==> config.mk <==
export PLATFORM = sky130hd
export DESIGN_NAME = dtce_engine
export DESIGN_NICKNAME = d
export VERILOG_FILES = /design/src/verilog/dtce_pkg.sv /design/src/verilog/dtce_engine.sv
export SDC_FILE = /design/constraint.sdc
export NUM_CORES = 1
export LEC_CHECK = 0
export BUFFER_PORTS_ARGS = -buffer_cell sky130_fd_sc_hd__buf_2
export CELL_PAD_IN_SITES_DETAIL_PLACEMENT = 1
export CELL_PAD_IN_SITES_GLOBAL_PLACEMENT = 1
export CORE_UTILIZATION = 48
export DETAILED_ROUTE_END_ITERATION = 8
export PLACE_DENSITY = 0.89
export SYNTH_ARGS = -nofsm -noshare
export SYNTH_HDL_FRONTEND = slang
export SYNTH_SLANG_ARGS = --single-unit
export TNS_END_PERCENT = 1
==> constraint.sdc <==
create_clock -name core_clk -period 6.9 [get_ports core_clk]
set_input_delay 0.69 -clock core_clk [delete_from_list [all_inputs] [get_ports core_clk]]
set_output_delay 0.69 -clock core_clk [all_outputs]
set_load 0.01 [all_outputs]
==> src/verilog/dtce_pkg.sv <==
// Purpose: Shared constants, types and carriers of the descriptor transfer engine
// Assumes: Descriptor RAM holds 256 words of 32 bits; internal bus carries 16-bit data
// Notes: Descriptor layout is three words per register set
package dtce_pkg;

    // ==========================================================================
    // Widths and sizes
    localparam int unsigned RAM_AW = 8;       // Word address into the 1 kbyte RAM
    localparam int unsigned ADDR_W = 24;      // Full address space
    localparam int unsigned DATA_W = 16;      // Unit data width
    localparam int unsigned FIFO_DEPTH = 8;   // Data path buffer depth
    localparam logic [7:0] DESC_WORDS = 8'h03; // Words per register set

    // ==========================================================================
    // Mode register A field positions
    localparam int unsigned MA_SRC_MODE = 6;  // Bits 7:6 source pointer mode
    localparam int unsigned MA_DST_MODE = 4;  // Bits 5:4 destination pointer mode
    localparam int unsigned MA_XFER_MODE = 2; // Bits 3:2 transfer mode
    localparam int unsigned MA_AREA_SIDE = 1; // Area side select
    localparam int unsigned MA_UNIT_SIZE = 0; // Unit size select
    // Mode register B field positions
    localparam int unsigned MB_CHAIN = 7;     // Chain enable
    localparam int unsigned MB_IRQ_EVERY = 6; // Interrupt on every transfer

    // ==========================================================================
    // Encodings
    localparam logic [1:0] XMODE_NORMAL = 2'h0;
    localparam logic [1:0] XMODE_REPEAT = 2'h1;
    localparam logic [1:0] XMODE_BLOCK = 2'h2;
    localparam logic [1:0] AMODE_INC = 2'h2;
    localparam logic [1:0] AMODE_DEC = 2'h3;

    // Reset value of working registers and outputs
    localparam logic [7:0] RST_MODE = 8'h00;
    localparam logic [23:0] RST_ADDR = 24'h000000;
    localparam logic [15:0] RST_COUNT = 16'h0000;

    // ==========================================================================
    // Types
    typedef enum logic [2:0] {
        ST_IDLE = 3'b000,
        ST_GRANT = 3'b001,
        ST_LOAD = 3'b010,
        ST_READ = 3'b011,
        ST_WRITE = 3'b100,
        ST_WBACK = 3'b101,
        ST_FINISH = 3'b110
    } dtce_state_e;

    // Internal bus master request
    typedef struct packed {
        logic rd;
        logic wr;
        logic word;
        logic [23:0] addr;
        logic [15:0] wdata;
    } dtce_bus_s;

    // Descriptor RAM port
    typedef struct packed {
        logic rd;
        logic wr;
        logic [7:0] addr;
        logic [31:0] wdata;
    } dtce_ram_s;

    // Working register set
    typedef struct packed {
        logic [7:0] mode_reg_a;
        logic [7:0] mode_reg_b;
        logic [23:0] source_pointer;
        logic [23:0] dest_pointer;
        logic [15:0] primary_count;
        logic [15:0] block_count;
    } dtce_regs_s;

endpackage

==> src/verilog/dtce_engine.sv <==
// Purpose: Descriptor transfer engine with bus arbiter and data FIFO
// Assumes: Bus requests hold until a one-cycle ack; RAM read data follows one cycle later
// Notes: Working registers have no CPU port; they live in RAM between activations
`timescale 1ns/1ns
`default_nettype none

// ==========================================================================
// Data FIFO between the read and write halves of a unit move
module dtce_fifo #(
    parameter int unsigned WIDTH = 16,
    parameter int unsigned DEPTH = 8
) (
    input wire logic clk,
    input wire logic rstn,
    input wire logic in_valid,
    output logic in_ready,
    input wire logic [WIDTH-1:0] in_data,
    output logic out_valid,
    input wire logic out_ready,
    output logic [WIDTH-1:0] out_data
);
    localparam int unsigned PW = $clog2(DEPTH);
    logic [WIDTH-1:0] mem [DEPTH];      // Storage
    logic [PW:0] wp_q, rp_q;            // Pointers with wrap bit
    logic push, pop;

    assign push = in_valid && in_ready;
    assign pop = out_valid && out_ready;
    // Full when pointers differ only in the wrap bit
    assign in_ready = !((wp_q[PW] != rp_q[PW]) && (wp_q[PW-1:0] == rp_q[PW-1:0]));
    assign out_valid = (wp_q != rp_q);
    assign out_data = mem[rp_q[PW-1:0]];

    // Pointer update
    always_ff @(posedge clk or negedge rstn) begin
        if (!rstn) begin
            wp_q <= '0;
            rp_q <= '0;
        end else begin
            if (push) begin
                wp_q <= wp_q + 1'b1;
            end
            if (pop) begin
                rp_q <= rp_q + 1'b1;
            end
        end
    end

    // Storage needs no reset; empty slots are never read out
    always_ff @(posedge clk) begin
        if (push) begin
            mem[wp_q[PW-1:0]] <= in_data;
        end
    end
endmodule

// Function
// - Start on enabled interrupt or software request
// - Load set from RAM, transfer, write back
// - 32-bit RAM path, one word per state
// - Working registers hidden from CPU
// - Source pointer fixed, increments or decrements
// - Destination pointer fixed, increments or decrements
// - Mode field: normal, repeat, block
// - Area side picks destination or source
// - Size bit selects byte or word
// - Chain enable loads next set immediately
// - Chained set skips end check and clears
// - Interrupt select: at end or every transfer
// - Reserved mode bits have no effect
// - Source pointer 24 bits, even for words
// - Destination pointer 24 bits, even for words
// - Normal mode: 16-bit count to zero
// - Repeat/block: low byte counts, reloads high
// - Block count decrements, ends at zero
// - Arbiter favours controller over CPU
// - Request bus, wait grant before cycles
module dtce_engine (
    input wire logic core_clk,
    input wire logic rstn,
    input wire logic onchip_ram_enable,
    input wire logic irq_act_req,
    input wire logic [7:0] irq_act_base,
    input wire logic sw_act_req,
    input wire logic [7:0] sw_act_base,
    input wire logic cpu_bus_req,
    input wire logic cpu_cycle_active,
    output logic cpu_bus_gnt,
    output dtce_pkg::dtce_bus_s bus_o,
    input wire logic bus_ack,
    input wire logic [15:0] bus_rdata,
    output dtce_pkg::dtce_ram_s ram_o,
    input wire logic [31:0] ram_rdata,
    output logic cpu_irq,
    output logic src_flag_clear,
    output logic act_enable_clear,
    output logic from_software,
    output logic busy
);
    // ==========================================================================
    // State
    typedef struct packed {
        dtce_pkg::dtce_state_e st;
        logic [1:0] idx;              // Descriptor word index
        logic [7:0] base;             // Current register set base word
        dtce_pkg::dtce_regs_s r;      // Working registers, no CPU path
        logic ended;                  // Specified count reached
        logic sw;                     // Activation came from software
        logic dgnt;                   // Bus granted to controller
        logic cgnt;                   // Bus granted to CPU
        dtce_pkg::dtce_bus_s bus;
        dtce_pkg::dtce_ram_s ram;
        logic irq;
        logic clr_src;
        logic clr_en;
    } dtce_state_s;

    dtce_state_s s_q, s_d;
    logic f_in_ready, f_out_valid, f_out_ready, f_push;
    logic [15:0] f_out_data;
    logic dreq;                       // Controller wants the bus

    // Mode field views
    logic [1:0] xmode, smode, dmode;
    logic area_src, unit_word, chain, irq_every;
    assign xmode = s_q.r.mode_reg_a[dtce_pkg::MA_XFER_MODE +: 2];
    assign smode = s_q.r.mode_reg_a[dtce_pkg::MA_SRC_MODE +: 2];
    assign dmode = s_q.r.mode_reg_a[dtce_pkg::MA_DST_MODE +: 2];
    assign area_src = s_q.r.mode_reg_a[dtce_pkg::MA_AREA_SIDE];
    assign unit_word = s_q.r.mode_reg_a[dtce_pkg::MA_UNIT_SIZE];
    assign chain = s_q.r.mode_reg_b[dtce_pkg::MB_CHAIN];
    assign irq_every = s_q.r.mode_reg_b[dtce_pkg::MB_IRQ_EVERY];
    // Mode register B bits 5:0 are carried through untouched and read nowhere

    // Pointer step after a unit: fixed, up or down by 1 or 2
    function automatic logic [23:0] step_ptr(input logic [23:0] a, input logic [1:0] m,
                                             input logic w);
        logic [23:0] st;
        st = w ? 24'h000002 : 24'h000001;
        if (m == dtce_pkg::AMODE_INC) begin
            step_ptr = a + st;
        end else if (m == dtce_pkg::AMODE_DEC) begin
            step_ptr = a - st;
        end else begin
            step_ptr = a;
        end
    endfunction

    // Undo one whole pass over the area
    function automatic logic [23:0] rewind_ptr(input logic [23:0] a, input logic [1:0] m,
                                               input logic [23:0] span);
        if (m == dtce_pkg::AMODE_INC) begin
            rewind_ptr = a - span;
        end else if (m == dtce_pkg::AMODE_DEC) begin
            rewind_ptr = a + span;
        end else begin
            rewind_ptr = a;
        end
    endfunction

    // ==========================================================================
    // Data buffer: read data queues here until the write side drains it
    assign f_push = (s_q.st == dtce_pkg::ST_READ) && s_q.bus.rd && bus_ack;
    assign f_out_ready = (s_q.st == dtce_pkg::ST_WRITE) && !s_q.bus.wr;

    dtce_fifo #(.WIDTH(dtce_pkg::DATA_W), .DEPTH(dtce_pkg::FIFO_DEPTH)) u_fifo (
        .clk(core_clk),
        .rstn(rstn),
        .in_valid(f_push),
        .in_ready(f_in_ready),
        .in_data(bus_rdata),
        .out_valid(f_out_valid),
        .out_ready(f_out_ready),
        .out_data(f_out_data)
    );

    // ==========================================================================
    // Next state
    always_comb begin
        logic [8:0] reload_n;
        logic [23:0] span, nsp, ndp;
        logic [7:0] run;
        logic [15:0] cb_n;
        reload_n = '0;
        span = '0;
        nsp = '0;
        ndp = '0;
        run = '0;
        cb_n = '0;
        s_d = s_q;
        // Pulses last one cycle
        s_d.irq = 1'b0;
        s_d.clr_src = 1'b0;
        s_d.clr_en = 1'b0;
        s_d.ram.rd = 1'b0;
        s_d.ram.wr = 1'b0;

        // Arbiter: hand over only between bus cycles, controller first
        if (!cpu_cycle_active && !s_q.bus.rd && !s_q.bus.wr) begin
            s_d.dgnt = dreq;
            s_d.cgnt = cpu_bus_req && !dreq;
        end

        unique case (s_q.st)
            // Wait for an activation; RAM must be on since sets live there
            dtce_pkg::ST_IDLE: begin
                if (onchip_ram_enable && (irq_act_req || sw_act_req)) begin
                    s_d.st = dtce_pkg::ST_GRANT;
                    s_d.sw = !irq_act_req;
                    s_d.base = irq_act_req ? irq_act_base : sw_act_base;
                end
            end
            // No cycle of any kind before the grant
            dtce_pkg::ST_GRANT: begin
                if (s_q.dgnt) begin
                    s_d.st = dtce_pkg::ST_LOAD;
                    s_d.idx = 2'h0;
                    s_d.ram.rd = 1'b1;
                    s_d.ram.addr = s_q.base;
                end
            end
            // One 32-bit word per state; RAM data trails its read pulse by one state,
            // so the word issued at index n is captured at index n+1
            dtce_pkg::ST_LOAD: begin
                s_d.idx = s_q.idx + 2'h1;
                unique case (s_q.idx)
                    2'h0: begin
                        // First word still in flight; nothing to capture yet
                    end
                    2'h1: begin
                        s_d.r.mode_reg_a = ram_rdata[31:24];
                        s_d.r.source_pointer = ram_rdata[23:0];
                    end
                    2'h2: begin
                        s_d.r.mode_reg_b = ram_rdata[31:24];
                        s_d.r.dest_pointer = ram_rdata[23:0];
                    end
                    2'h3: begin
                        s_d.r.primary_count = ram_rdata[31:16];
                        s_d.r.block_count = ram_rdata[15:0];
                    end
                endcase
                if (s_q.idx == 2'h3) begin
                    s_d.st = dtce_pkg::ST_READ;
                end else if (s_q.idx != 2'h2) begin
                    s_d.ram.rd = 1'b1;
                    s_d.ram.addr = s_q.ram.addr + 8'h01;
                end
            end
            // Source read; waits for room so the buffer never overflows
            dtce_pkg::ST_READ: begin
                if (!s_q.bus.rd && f_in_ready) begin
                    s_d.bus.rd = 1'b1;
                    s_d.bus.word = unit_word;
                    s_d.bus.addr = s_q.r.source_pointer;
                end else if (s_q.bus.rd && bus_ack) begin
                    s_d.bus.rd = 1'b0;
                    s_d.st = dtce_pkg::ST_WRITE;
                end
            end
            // Destination write, then pointer and count update
            dtce_pkg::ST_WRITE: begin
                if (!s_q.bus.wr && f_out_valid) begin
                    s_d.bus.wr = 1'b1;
                    s_d.bus.word = unit_word;
                    s_d.bus.addr = s_q.r.dest_pointer;
                    s_d.bus.wdata = f_out_data;
                end else if (s_q.bus.wr && bus_ack) begin
                    s_d.bus.wr = 1'b0;
                    nsp = step_ptr(s_q.r.source_pointer, smode, unit_word);
                    ndp = step_ptr(s_q.r.dest_pointer, dmode, unit_word);
                    s_d.st = dtce_pkg::ST_WBACK;
                    s_d.idx = 2'h0;
                    s_d.ended = 1'b0;
                    if (xmode == dtce_pkg::XMODE_NORMAL) begin
                        s_d.r.primary_count = s_q.r.primary_count - 16'h0001;
                        s_d.ended = (s_q.r.primary_count == 16'h0001);
                    end else begin
                        run = s_q.r.primary_count[7:0] - 8'h01;
                        s_d.r.primary_count[7:0] = run;
                        if (run == 8'h00) begin
                            // Reload count and return area side to its start
                            s_d.r.primary_count[7:0] = s_q.r.primary_count[15:8];
                            reload_n = (s_q.r.primary_count[15:8] == 8'h00) ? 9'h100 :
                                {1'b0, s_q.r.primary_count[15:8]};
                            span = unit_word ? {14'h0000, reload_n, 1'b0} :
                                {15'h0000, reload_n};
                            if (area_src) begin
                                nsp = rewind_ptr(nsp, smode, span);
                            end else begin
                                ndp = rewind_ptr(ndp, dmode, span);
                            end
                            if (xmode == dtce_pkg::XMODE_BLOCK) begin
                                cb_n = s_q.r.block_count - 16'h0001;
                                s_d.r.block_count = cb_n;
                                s_d.ended = (cb_n == 16'h0000);
                            end
                        end else if (xmode == dtce_pkg::XMODE_BLOCK) begin
                            s_d.st = dtce_pkg::ST_READ; // Rest of the block
                        end
                    end
                    s_d.r.source_pointer = nsp;
                    s_d.r.dest_pointer = ndp;
                end
            end
            // Write updated set back, one word per state
            dtce_pkg::ST_WBACK: begin
                s_d.ram.wr = 1'b1;
                s_d.ram.addr = s_q.base + {6'h00, s_q.idx};
                unique case (s_q.idx)
                    2'h0: s_d.ram.wdata = {s_q.r.mode_reg_a, s_q.r.source_pointer};
                    2'h1: s_d.ram.wdata = {s_q.r.mode_reg_b, s_q.r.dest_pointer};
                    default: s_d.ram.wdata = {s_q.r.primary_count, s_q.r.block_count};
                endcase
                s_d.idx = s_q.idx + 2'h1;
                if (s_q.idx == 2'h2) begin
                    s_d.st = dtce_pkg::ST_FINISH;
                end
            end
            // Chain on, or report and release
            dtce_pkg::ST_FINISH: begin
                if (chain) begin
                    // No end check and no clears on a chained set
                    s_d.base = s_q.base + dtce_pkg::DESC_WORDS;
                    s_d.st = dtce_pkg::ST_LOAD;
                    s_d.idx = 2'h0;
                    s_d.ram.rd = 1'b1;
                    s_d.ram.addr = s_q.base + dtce_pkg::DESC_WORDS;
                end else begin
                    s_d.st = dtce_pkg::ST_IDLE;
                    s_d.irq = irq_every || s_q.ended;
                    s_d.clr_en = s_q.ended;
                    s_d.clr_src = !irq_every && !s_q.ended;
                end
            end
            default: s_d.st = dtce_pkg::ST_IDLE;
        endcase
    end

    // Bus stays requested for the whole activation
    assign dreq = (s_q.st != dtce_pkg::ST_IDLE);

    // Register the state
    always_ff @(posedge core_clk or negedge rstn) begin
        if (!rstn) begin
            s_q <= '{st: dtce_pkg::ST_IDLE, idx: 2'h0, base: 8'h00,
                     r: '{dtce_pkg::RST_MODE, dtce_pkg::RST_MODE, dtce_pkg::RST_ADDR,
                          dtce_pkg::RST_ADDR, dtce_pkg::RST_COUNT, dtce_pkg::RST_COUNT},
                     ended: 1'b0, sw: 1'b0, dgnt: 1'b0, cgnt: 1'b0,
                     bus: '0, ram: '0, irq: 1'b0, clr_src: 1'b0, clr_en: 1'b0};
        end else begin
            s_q <= s_d;
        end
    end

    // Outputs straight from the state register
    assign bus_o = s_q.bus;
    assign ram_o = s_q.ram;
    assign cpu_bus_gnt = s_q.cgnt;
    assign cpu_irq = s_q.irq;
    assign src_flag_clear = s_q.clr_src;
    assign act_enable_clear = s_q.clr_en;
    assign from_software = s_q.sw;
    assign busy = dreq;

    logic unit_done;
    assign unit_done = (s_q.st == dtce_pkg::ST_WRITE) && s_q.bus.wr && bus_ack;
endmodule

`default_nettype wire

Word-level counts from Yosys, hierarchy flattened
Memory sizes are Yosys's and may differ from the RTL's. Index checks and enable logic that the tools add are counted.

Bits in registers: 209. Memory bits (writable): 128. Input bits: 72. Output and inout bits: 91. Logic and storage cells: 218. Memories: 1.

Add/subtract/negate cells: 17. Eq/ne operators: 38. Mux-type cells: 76. Bitwise operators: 1. Reduce and logical (&&, ||, !) cells: 57.

Memory list: u_fifo.mem (depth 8, bits a word 16, read ports 1, clocked after Yosys merged registers in 0, write ports 1, line dtce_engine.sv:23) `logic [WIDTH-1:0] mem [DEPTH];`.

Operator list (number): $mux 24 (22); $mux 81 (2); $pmux 80 s2 (1); $mux 8 (8); $pmux 32 s2 (1); $mux 25 (2); $pmux 25 s2 (1); $add 24x10->24 (2); $sub 24x10->24 (2); $mux 41 (1); $ne 2x2->1 const B (17); $mux 32 (1); $pmux 8 s4 (1); $sub 16x1->16 const B (2); $mux 3 (10); $add 24x2->24 (1); $add 24x24->24 (1); $sub 24x2->24 (1); $sub 24x24->24 (1); $pmux 3 s7 (1); $mux 10 (2); $mux 17 (1); $eq 16x1->1 const B (1); $logic_not 16->1 (1); 40 further kinds (106).

Longest topological paths before layout
Gate-level depths: netlist of the first run.

Depth in word-level cells: 16. Gate-level depth with buffers: 21. Depth with buffers taken out: 19.

Hierarchy
A second synthesis of the first run with hierarchy kept.

Cells, all modules: 2304. Area total of the unflattened synthesis: 21762.1 µm².

By module, submodules not included: dtce_engine (times used 1, cells an instance 2061, area each 16264.3 µm², seq. area each 5029.8 µm²); dtce_fifo (times used 1, cells an instance 243, area each 5497.8 µm², seq. area each 4043.9 µm²).

Worst setup path before layout of the first run
Ideal clock, no wire load.

Path kind: register -> register. From: reg s_q[180] (netlist bit). To: reg s_q[147] (netlist bit). Setup time: 0.137 ns. Arrival: 4.652 ns. Data required time: 6.763 ns. Slack: 2.111 ns. Cell stages (with the launch flop): 21. Path buffers: 2. Period minus slack after synthesis: 4.789 ns. Path through: dfrtp_1 > clkbuf_1 > inv_1 > ha_1 > nor2b_1 > nor4_1 > nor3b_1 > a31oi_1 > xnor2_1 > ha_1 > clkbuf_1 > nand4_1 > o21ai_0 > a31oi_1 > a31oi_1 > and4_1 > or4b_1 > nor4b_1 > o211ai_1 > xnor2_1 > a21oi_1.

Word-level cells in the longest chain between the ends: 16. Elaborated cells on any way between the ends: 19. Those cells by class: add/sub: 4; mux: 15.

Ends and longest elaborated chain: start, declared (line dtce_engine.sv:118) `dtce_state_s s_q, s_d;`; start signal, assigned (line dtce_engine.sv:346) `s_q <= '{st: dtce_pkg::ST_IDLE, idx: 2'h0, base: 8'h00,`; $mux 2 (line dtce_engine.sv:139) `st = w ? 24'h000002 : 24'h000001;`; $sub 24x2->24 (line dtce_engine.sv:143) `step_ptr = a - st;`; $mux 24 (line dtce_engine.sv:142) `end else if (m == dtce_pkg::AMODE_DEC) begin`; $mux 24 (line dtce_engine.sv:140) `if (m == dtce_pkg::AMODE_INC) begin`; $mux 24 (line dtce_engine.sv:268) `end else if (s_q.bus.wr && bus_ack) begin`; $mux 24 (line dtce_engine.sv:263) `if (!s_q.bus.wr && f_out_valid) begin`; $mux 24 (line dtce_engine.sv:204) `unique case (s_q.st)`; $add 24x10->24 (line dtce_engine.sv:155) `rewind_ptr = a + span;`; $mux 24 (line dtce_engine.sv:154) `end else if (m == dtce_pkg::AMODE_DEC) begin`; $mux 24 (line dtce_engine.sv:152) `if (m == dtce_pkg::AMODE_INC) begin`; $mux 24 (line dtce_engine.sv:288) `if (area_src) begin`; $mux 24 (line dtce_engine.sv:281) `if (run == 8'h00) begin`; $mux 24 (*) (line dtce_engine.sv:275) `if (xmode == dtce_pkg::XMODE_NORMAL) begin`; $mux 81 (*) (line dtce_engine.sv:268); $mux 81 (*) (line dtce_engine.sv:263); $pmux 80 s2 (*) (line dtce_engine.sv:204).

Mark *: on every way between the ends. The rest lies on a longest branch, timed or not. The select of a mux whose other input is x is not followed. A chain may end at the register's enable or synchronous reset.

Worst setup path after layout of the first run
Ends and elaborated chain as after synthesis.

==> results of run 1 <==
path summary, 6_finish.rpt:
check	end	startpoint	slack [ns]	depth (start not counted)
max	s_q[147]$_DFFE_PN0P_	s_q[180]$_DFFE_PN0P_	1.06	18
min	bus_o[3]$_DFFE_PN0P_	rstn	0.13	1
max reg2reg	s_q[147]$_DFFE_PN0P_	s_q[180]$_DFFE_PN0P_	1.06	18
min reg2reg	bus_o[39]$_DFFE_PN0P_	bus_o[39]$_DFFE_PN0P_	0.47	2
max in group asynchronous	bus_o[25]$_DFFE_PN0P_	rstn	5.22	2
min in group core_clk	from_software$_DFFE_PN0P_	onchip_ram_enable	0.32	2
kinds of logic (layout without fill, tap and decap cells):
| family | count (synthesis) | in the layout | synth area share [%] |
|---|---|---|---|
| simple gates | 776 | 776 | 17.7 |
| compound gates | 597 | 597 | 17.8 |
| flops | 337 | 337 | 43.0 |
| buf+inv | 297 | 326 | 6.84 |
| xor+xnor | 109 | 109 | 4.53 |
| mux | 75 | 75 | 5.53 |
| fa+ha+maj | 72 | 72 | 4.59 |
| other cells | 0 | 1 | 0 |
metal layers:
metal	share of wire, %	GRT usage, %
met2	47	55.6
met1	42	46.2
met5	0	0
met3	6.8	4.93
met4	4.9	17.4
per-stage QoR:
| step | power [uW] | hold WS [ns] | std cells |
|---|---|---|---|
| final | 11700 | 0.133 | 2878 |
| after global routing | 12300 | 0.221 | 2878 |
| after CTS | 11500 | 0.215 | 2877 |
| after detailed placement | 9310 | 0.458 | 2807 |
| after global placement | 8970 | 0.454 | 2807 |
| after floorplan | 7590 | 0.394 | 2263 |
critical path, stage by stage, from the launching register on:
cell      delay, ns
dfrtp_1        0.79
inv_1          0.42
ha_1           0.41
nor2b_1        0.16
nor4_1         0.60
nor3b_1        0.26
a31oi_1        0.08
xnor2_1        0.20
ha_1           0.49
nand4_1        0.13
o21ai_0        0.18
a31oi_1        0.10
a31oi_1        0.31
and4_1         0.30
or4b_1         0.50
nor4b_1        0.33
o211ai_1       0.13
xnor2_1        0.23
a21oi_1        0.08
power by group:
group          internal [uW]  switching (uW)  total (uW)
sequential              2640            1020        3660
clock                   1190             928        2120
combinational           2200            3680        5870
area by class of cell:
cell class / count / area [um^2]
Fill cell: 4929 / 20100
Multi-Input combinational cell: 1629 / 10700
Sequential cell: 337 / 9070
Clock buffer: 53 / 1080
Timing Repair Buffer: 194 / 1060
Tap cell: 585 / 732
Inverter: 62 / 233
Clock inverter: 17 / 208
Antenna cell: 1 / 2.50
sequential cells by signal, summed over array words and instances (netlist names):
register and cells:
act_enable_clear 1, area_src 1, bus_o 43, chain 1, cpu_bus_gnt 1, cpu_irq 1
dmode 2, from_software 1, irq_every 1, ram_o 42, s_q 106, src_flag_clear 1
u_fifo.mem 128, u_fifo.rp_q 4, u_fifo.wp_q 4
cell usage after synthesis, drive strengths merged, types with 14 or more instances:
cell type	count	share of area [%]
a211oi	25	0.91
a21o	14	0.50
a21oi	141	3.3
a22oi	86	3.1
a31oi	54	1.6
and3	25	0.74
buf	101	3.4
clkbuf	134	2.4
dfrtp	209	25
edfxtp	128	18
ha	63	3.7
inv	62	1.1
mux2i	31	1.5
mux4	32	3.4
nand2	284	5.1
nand2b	21	0.62
nand3	38	0.90
nand4	20	0.59
nor2	180	3.2
nor2b	22	0.65
nor3	61	1.4
nor3b	16	0.57
nor4	27	0.87
o21ai	158	3.8
xnor2	76	3.2
xor2	33	1.4
layout by cell type, fill, tap and decap left out, drive strengths merged, types with 21 or more instances in the layout:
master  count
buf       194
nand2b     21
a22oi      86
edfxtp    128
nand2     284
mux2i      31
nor3       61
and3       25
nand3      38
a31oi      54
clkbuf     53
mux4       32
xor2       33
o21ai     158
nor2      180
dfrtp     209
xnor2      76
a211oi     25
nor4       27
inv        63
a21oi     141
nor2b      22
ha         63
==> flow_summary.ini, run 1 <==
[clock_tree]
cts_root_buffer = clkbuf_16
h-tree-depth = 2
cts_resized = 0
cts_tree = built
cts_made_buffers = 39
holdBufCountCts = 0
clockBufferDepth = 3
clk_latency_ns = 0.59
clock_sinks = 337
clk_pin_slew_worst_paths_ns = 0.06
post_cts_buffers = 0

[setup_path]
cp.arrival_ns = 6.27
critPathLaunchType = flop
critPathKind = reg2reg
cp_max_fo = 17
cp.required_ns = 7.33
end_kind = flop

[synthesis]
yosysSeqAreaShare_pct = 43.0
ys_ff_latch = 337
syn_area_per_cell_um2 = 9.32
synth_cell_type_count = 79
syn_inst = 2263
async_flop_share_pct = 62.0
synth_edf_count = 128
syn-num-nets = 2407
synth_warnings = 0
synthFlopType = dfrtp_1
syn_area_mm2 = 0.0211

[global_route]
grt_overflow = 0
grt_pass1_vias = 19100
grtUsageTotal_pct = 34.7
antenna_found_initial = 1
grt_start_max_net_pins = 108
grt_pass1_wl_um = 117000

[floorplanning]
core_area_mm2 = 0.0432
dieHeight_um = 212
row_count = 76
die_area_mm2 = 0.0448
ios = 163
die_x_um = 212
start_util_pct = 48.8

[sta]
rsz0062_at_grt = false
worst_slew_pin_slew_ns = 1.25
tns_ns = 0
final_hold_viol_count = 0
finalMaxSlewViolations = 0
period_share_pct = 84.7
fmax_mhz = 171
max_slew_margin_pct = 16.2
setup_violations = 0
fin_crit_ns = 5.84
skew_ns = 0.0233
post-route-worst-setup-slack_ns = 1.06

[placement]
placed_cell_area_mm2 = 0.0218
place.gp.congestion = 0.961
hpwl_um = 53800
io_buffers = 162
pre_cts_ws_ns = 1.22

[route]
wl_um = 76700
dr.pass1.iters = 7
drt_iter0_drc = 1924
routedWlPerCell_um = 26.7
vias_per_cell = 6.49
route.detailed.drc = 0
ant_nets = 0
dr_total_vias = 18700

[finish]
nets = 2407
fin_area_mm2 = 0.0231
syn_to_final_growth_pct = 9.35
fin_util_pct = 53.4
drive_gt1_share_pct = 14.4

[run]
maxCapViolCount = 0

[power_and_ir_drop]
p_per_area_mw_per_mm2 = 505
p_leak_uw = 0.00925
vdd_drop_max_mv = 0.267

[hold_path]
min_path_type = in2async

[status]
status = completed
Note: power is estimated with default switching activity, not from simulation.
==> inputs of run 2 (changes only) <==
- clock period: 6.9 -> 5.74 ns (I/O delays scaled with it)
==> run 2 against run 1 <==
Global-route usage up 0.37 points. Critical path depth down 1. Flip-flop and latch count unchanged. Routed wire length up 1.9%. Cell count up 0.14%. Fmax up 7.3%. First-iteration DRC count down 0.68%. Clock skew down 0.0016 ns. Critical path type unchanged. Critical endpoint is now s_q[171]$_DFFE_PN0P_. Highest routed layer is now met5.
==> flow_summary.ini, run 2 (synthesis gave the netlist of run 1 again) <==
[route]
dr_total_vias = 19000
route.detailed.drc = 0
ant_nets = 0
dr.pass1.iters = 5
drt_iter0_drc = 1911
wl_um = 78200
vias_per_cell = 6.58
routedWlPerCell_um = 27.1

[clock_tree]
cts_root_buffer = clkbuf_16
holdBufCountCts = 0
cts_tree = built
h-tree-depth = 2
cts_made_buffers = 39
post_cts_buffers = 0
clockBufferDepth = 3
clock_sinks = 337
clk_latency_ns = 0.60
clk_pin_slew_worst_paths_ns = 0.07

[power_and_ir_drop]
combPwrFrac_pct = 50.8
p_clk_share_pct = 18.4
p_per_area_mw_per_mm2 = 612
vdd_drop_max_mv = 0.319
p_sw_share_pct = 48.4
power.internal_uw = 7320
p_leak_uw = 0.00931
seqPwrFrac_pct = 30.8
switchingPower_uw = 6850

[floorplanning]
ios = 163
die_x_um = 212
core_area_mm2 = 0.0432
die_area_mm2 = 0.0448
start_util_pct = 48.8
row_count = 76
dieHeight_um = 212

[sta]
setup_violations = 0
tns_ns = 0
worst_slew_pin_slew_ns = 1.32
skew_ns = 0.0217
finalMaxSlewViolations = 0
fmax_mhz = 184
period_share_pct = 94.8
fin_crit_ns = 5.44
final_hold_viol_count = 0
rsz0062_at_grt = false
max_slew_margin_pct = 11.7

[hold_path]
min_path_type = in2async

[placement]
place.gp.congestion = 0.977
hpwl_um = 55600
place_inst = 2810
io_buffers = 162

[global_route]
antenna_found_initial = 5
grtUsageTotal_pct = 35.1
grt_overflow = 0
grt_start_max_net_pins = 124
grt_pass1_vias = 19100
grt_pass1_wl_um = 119000

[setup_path]
cp_max_fo = 11
cp.arrival_ns = 5.92
path_buf_inv = 2
cp.required_ns = 6.22
slowest_stage = o31ai_1
path_cells = inv_1 > ha_1 > inv_1 > fa_1 > nand4bb_1 > nor2_1 > a21oi_1 > xnor2_1 > ha_1 > o31ai_1 > a211oi_1 > o31ai_1 > nor3_1 > o21ai_0 > nor3_1 > mux2_1 > a221oi_1
path_depth = 17
critPathKind = reg2reg
slowest_delay_ns = 0.55
end_kind = flop
crit_family = compound AO/OA/AOI/OAI gates
ff2ff_path_depth = 17
critPathLaunchType = flop

[run]
maxCapViolCount = 0

[status]
status = completed

[finish]
final_cell_mix = 283 x nand2_1, 208 x dfrtp_1, 176 x nor2_1
nets = 2410
drive_gt1_share_pct = 14.7
syn_to_final_growth_pct = 9.82
largest_register_ffs = 128
stdcell_count = 2882
layout_commonest_cell = nand2_1
==> run 2: changes by cell type in the layout (fill, tap and decap cells not counted), sizes merged <==
cell | before | now
buf | 194 | 197
clkbuf | 53 | 45
clkinv | 10 | 17
bufinv | 2 | 4
inv | 63 | 64
diode | 1 | 2
clkinvlp | 4 | 2
==> run 2: power groups by stage <==
stage / sequential [uW] / combinational [uW] / clock, uW
finish: 4360 / 7200 / 2610
global route: 4420 / 7780 / 2710
CTS: 4300 / 7070 / 2630
detailed placement: 4330 / 6960 / 0
global placement: 4260 / 6550 / 0
floorplan: 3630 / 5500 / 0
==> run 2: area by class of cell <==
cell class,count,area [um^2]
Fill cell,4966,20000
Multi-Input combinational cell,1629,10700
Sequential cell,337,9070
Timing Repair Buffer,197,1110
Clock buffer,45,1030
Tap cell,585,732
Clock inverter,25,302
Inverter,62,233
Antenna cell,2,5.00
==> run 2: per-layer routing <==
layer | GRT usage, % | share of wire [%]
met5 | 0 | 0.049
met4 | 16.4 | 4.8
met3 | 4.73 | 7.3
met2 | 56.0 | 47
met1 | 47.4 | 41
==> run 2: timing repair <==
action,in CTS,in global routing
endpoints found under the setup margin,0,1
hold endpoints to repair,0,0
resized for setup,0,1
==> run 2: worst paths after layout <==
| path | start | end | slack (ns) |
|---|---|---|---|
| hold reg to reg | bus_o[39]$_DFFE_PN0P_ | bus_o[39]$_DFFE_PN0P_ | 0.47 |
| setup / recovery | s_q[180]$_DFFE_PN0P_ | s_q[171]$_DFFE_PN0P_ | 0.30 |
| min in group core_clk | onchip_ram_enable | from_software$_DFFE_PN0P_ | 0.22 |
| hold / removal | rstn | bus_o[1]$_DFFE_PN0P_ | 0.004 |
| max in group asynchronous | rstn | ram_o[8]$_DFFE_PN0P_ | 4.52 |
| setup reg to reg | s_q[180]$_DFFE_PN0P_ | s_q[171]$_DFFE_PN0P_ | 0.30 |
==> run 2: per-stage QoR <==
step | power [uW] | util, % | instance area [um^2] | hold WS [ns] | setup slack [ns]
CTS | 14000 | 53.6 | 23100 | 0.0322 | 0.392
finish | 14200 | 53.6 | 23200 | 0.00351 | 0.296
global route | 14900 | 53.6 | 23200 | 0.0608 | 0.0169
floorplan | 9130 | - | 21100 | 0.278 | 0.951
global placement | 10800 | 50.5 | 21800 | 0.453 | 0.734
detailed placement | 11300 | 50.5 | 21800 | 0.459 | 0.465
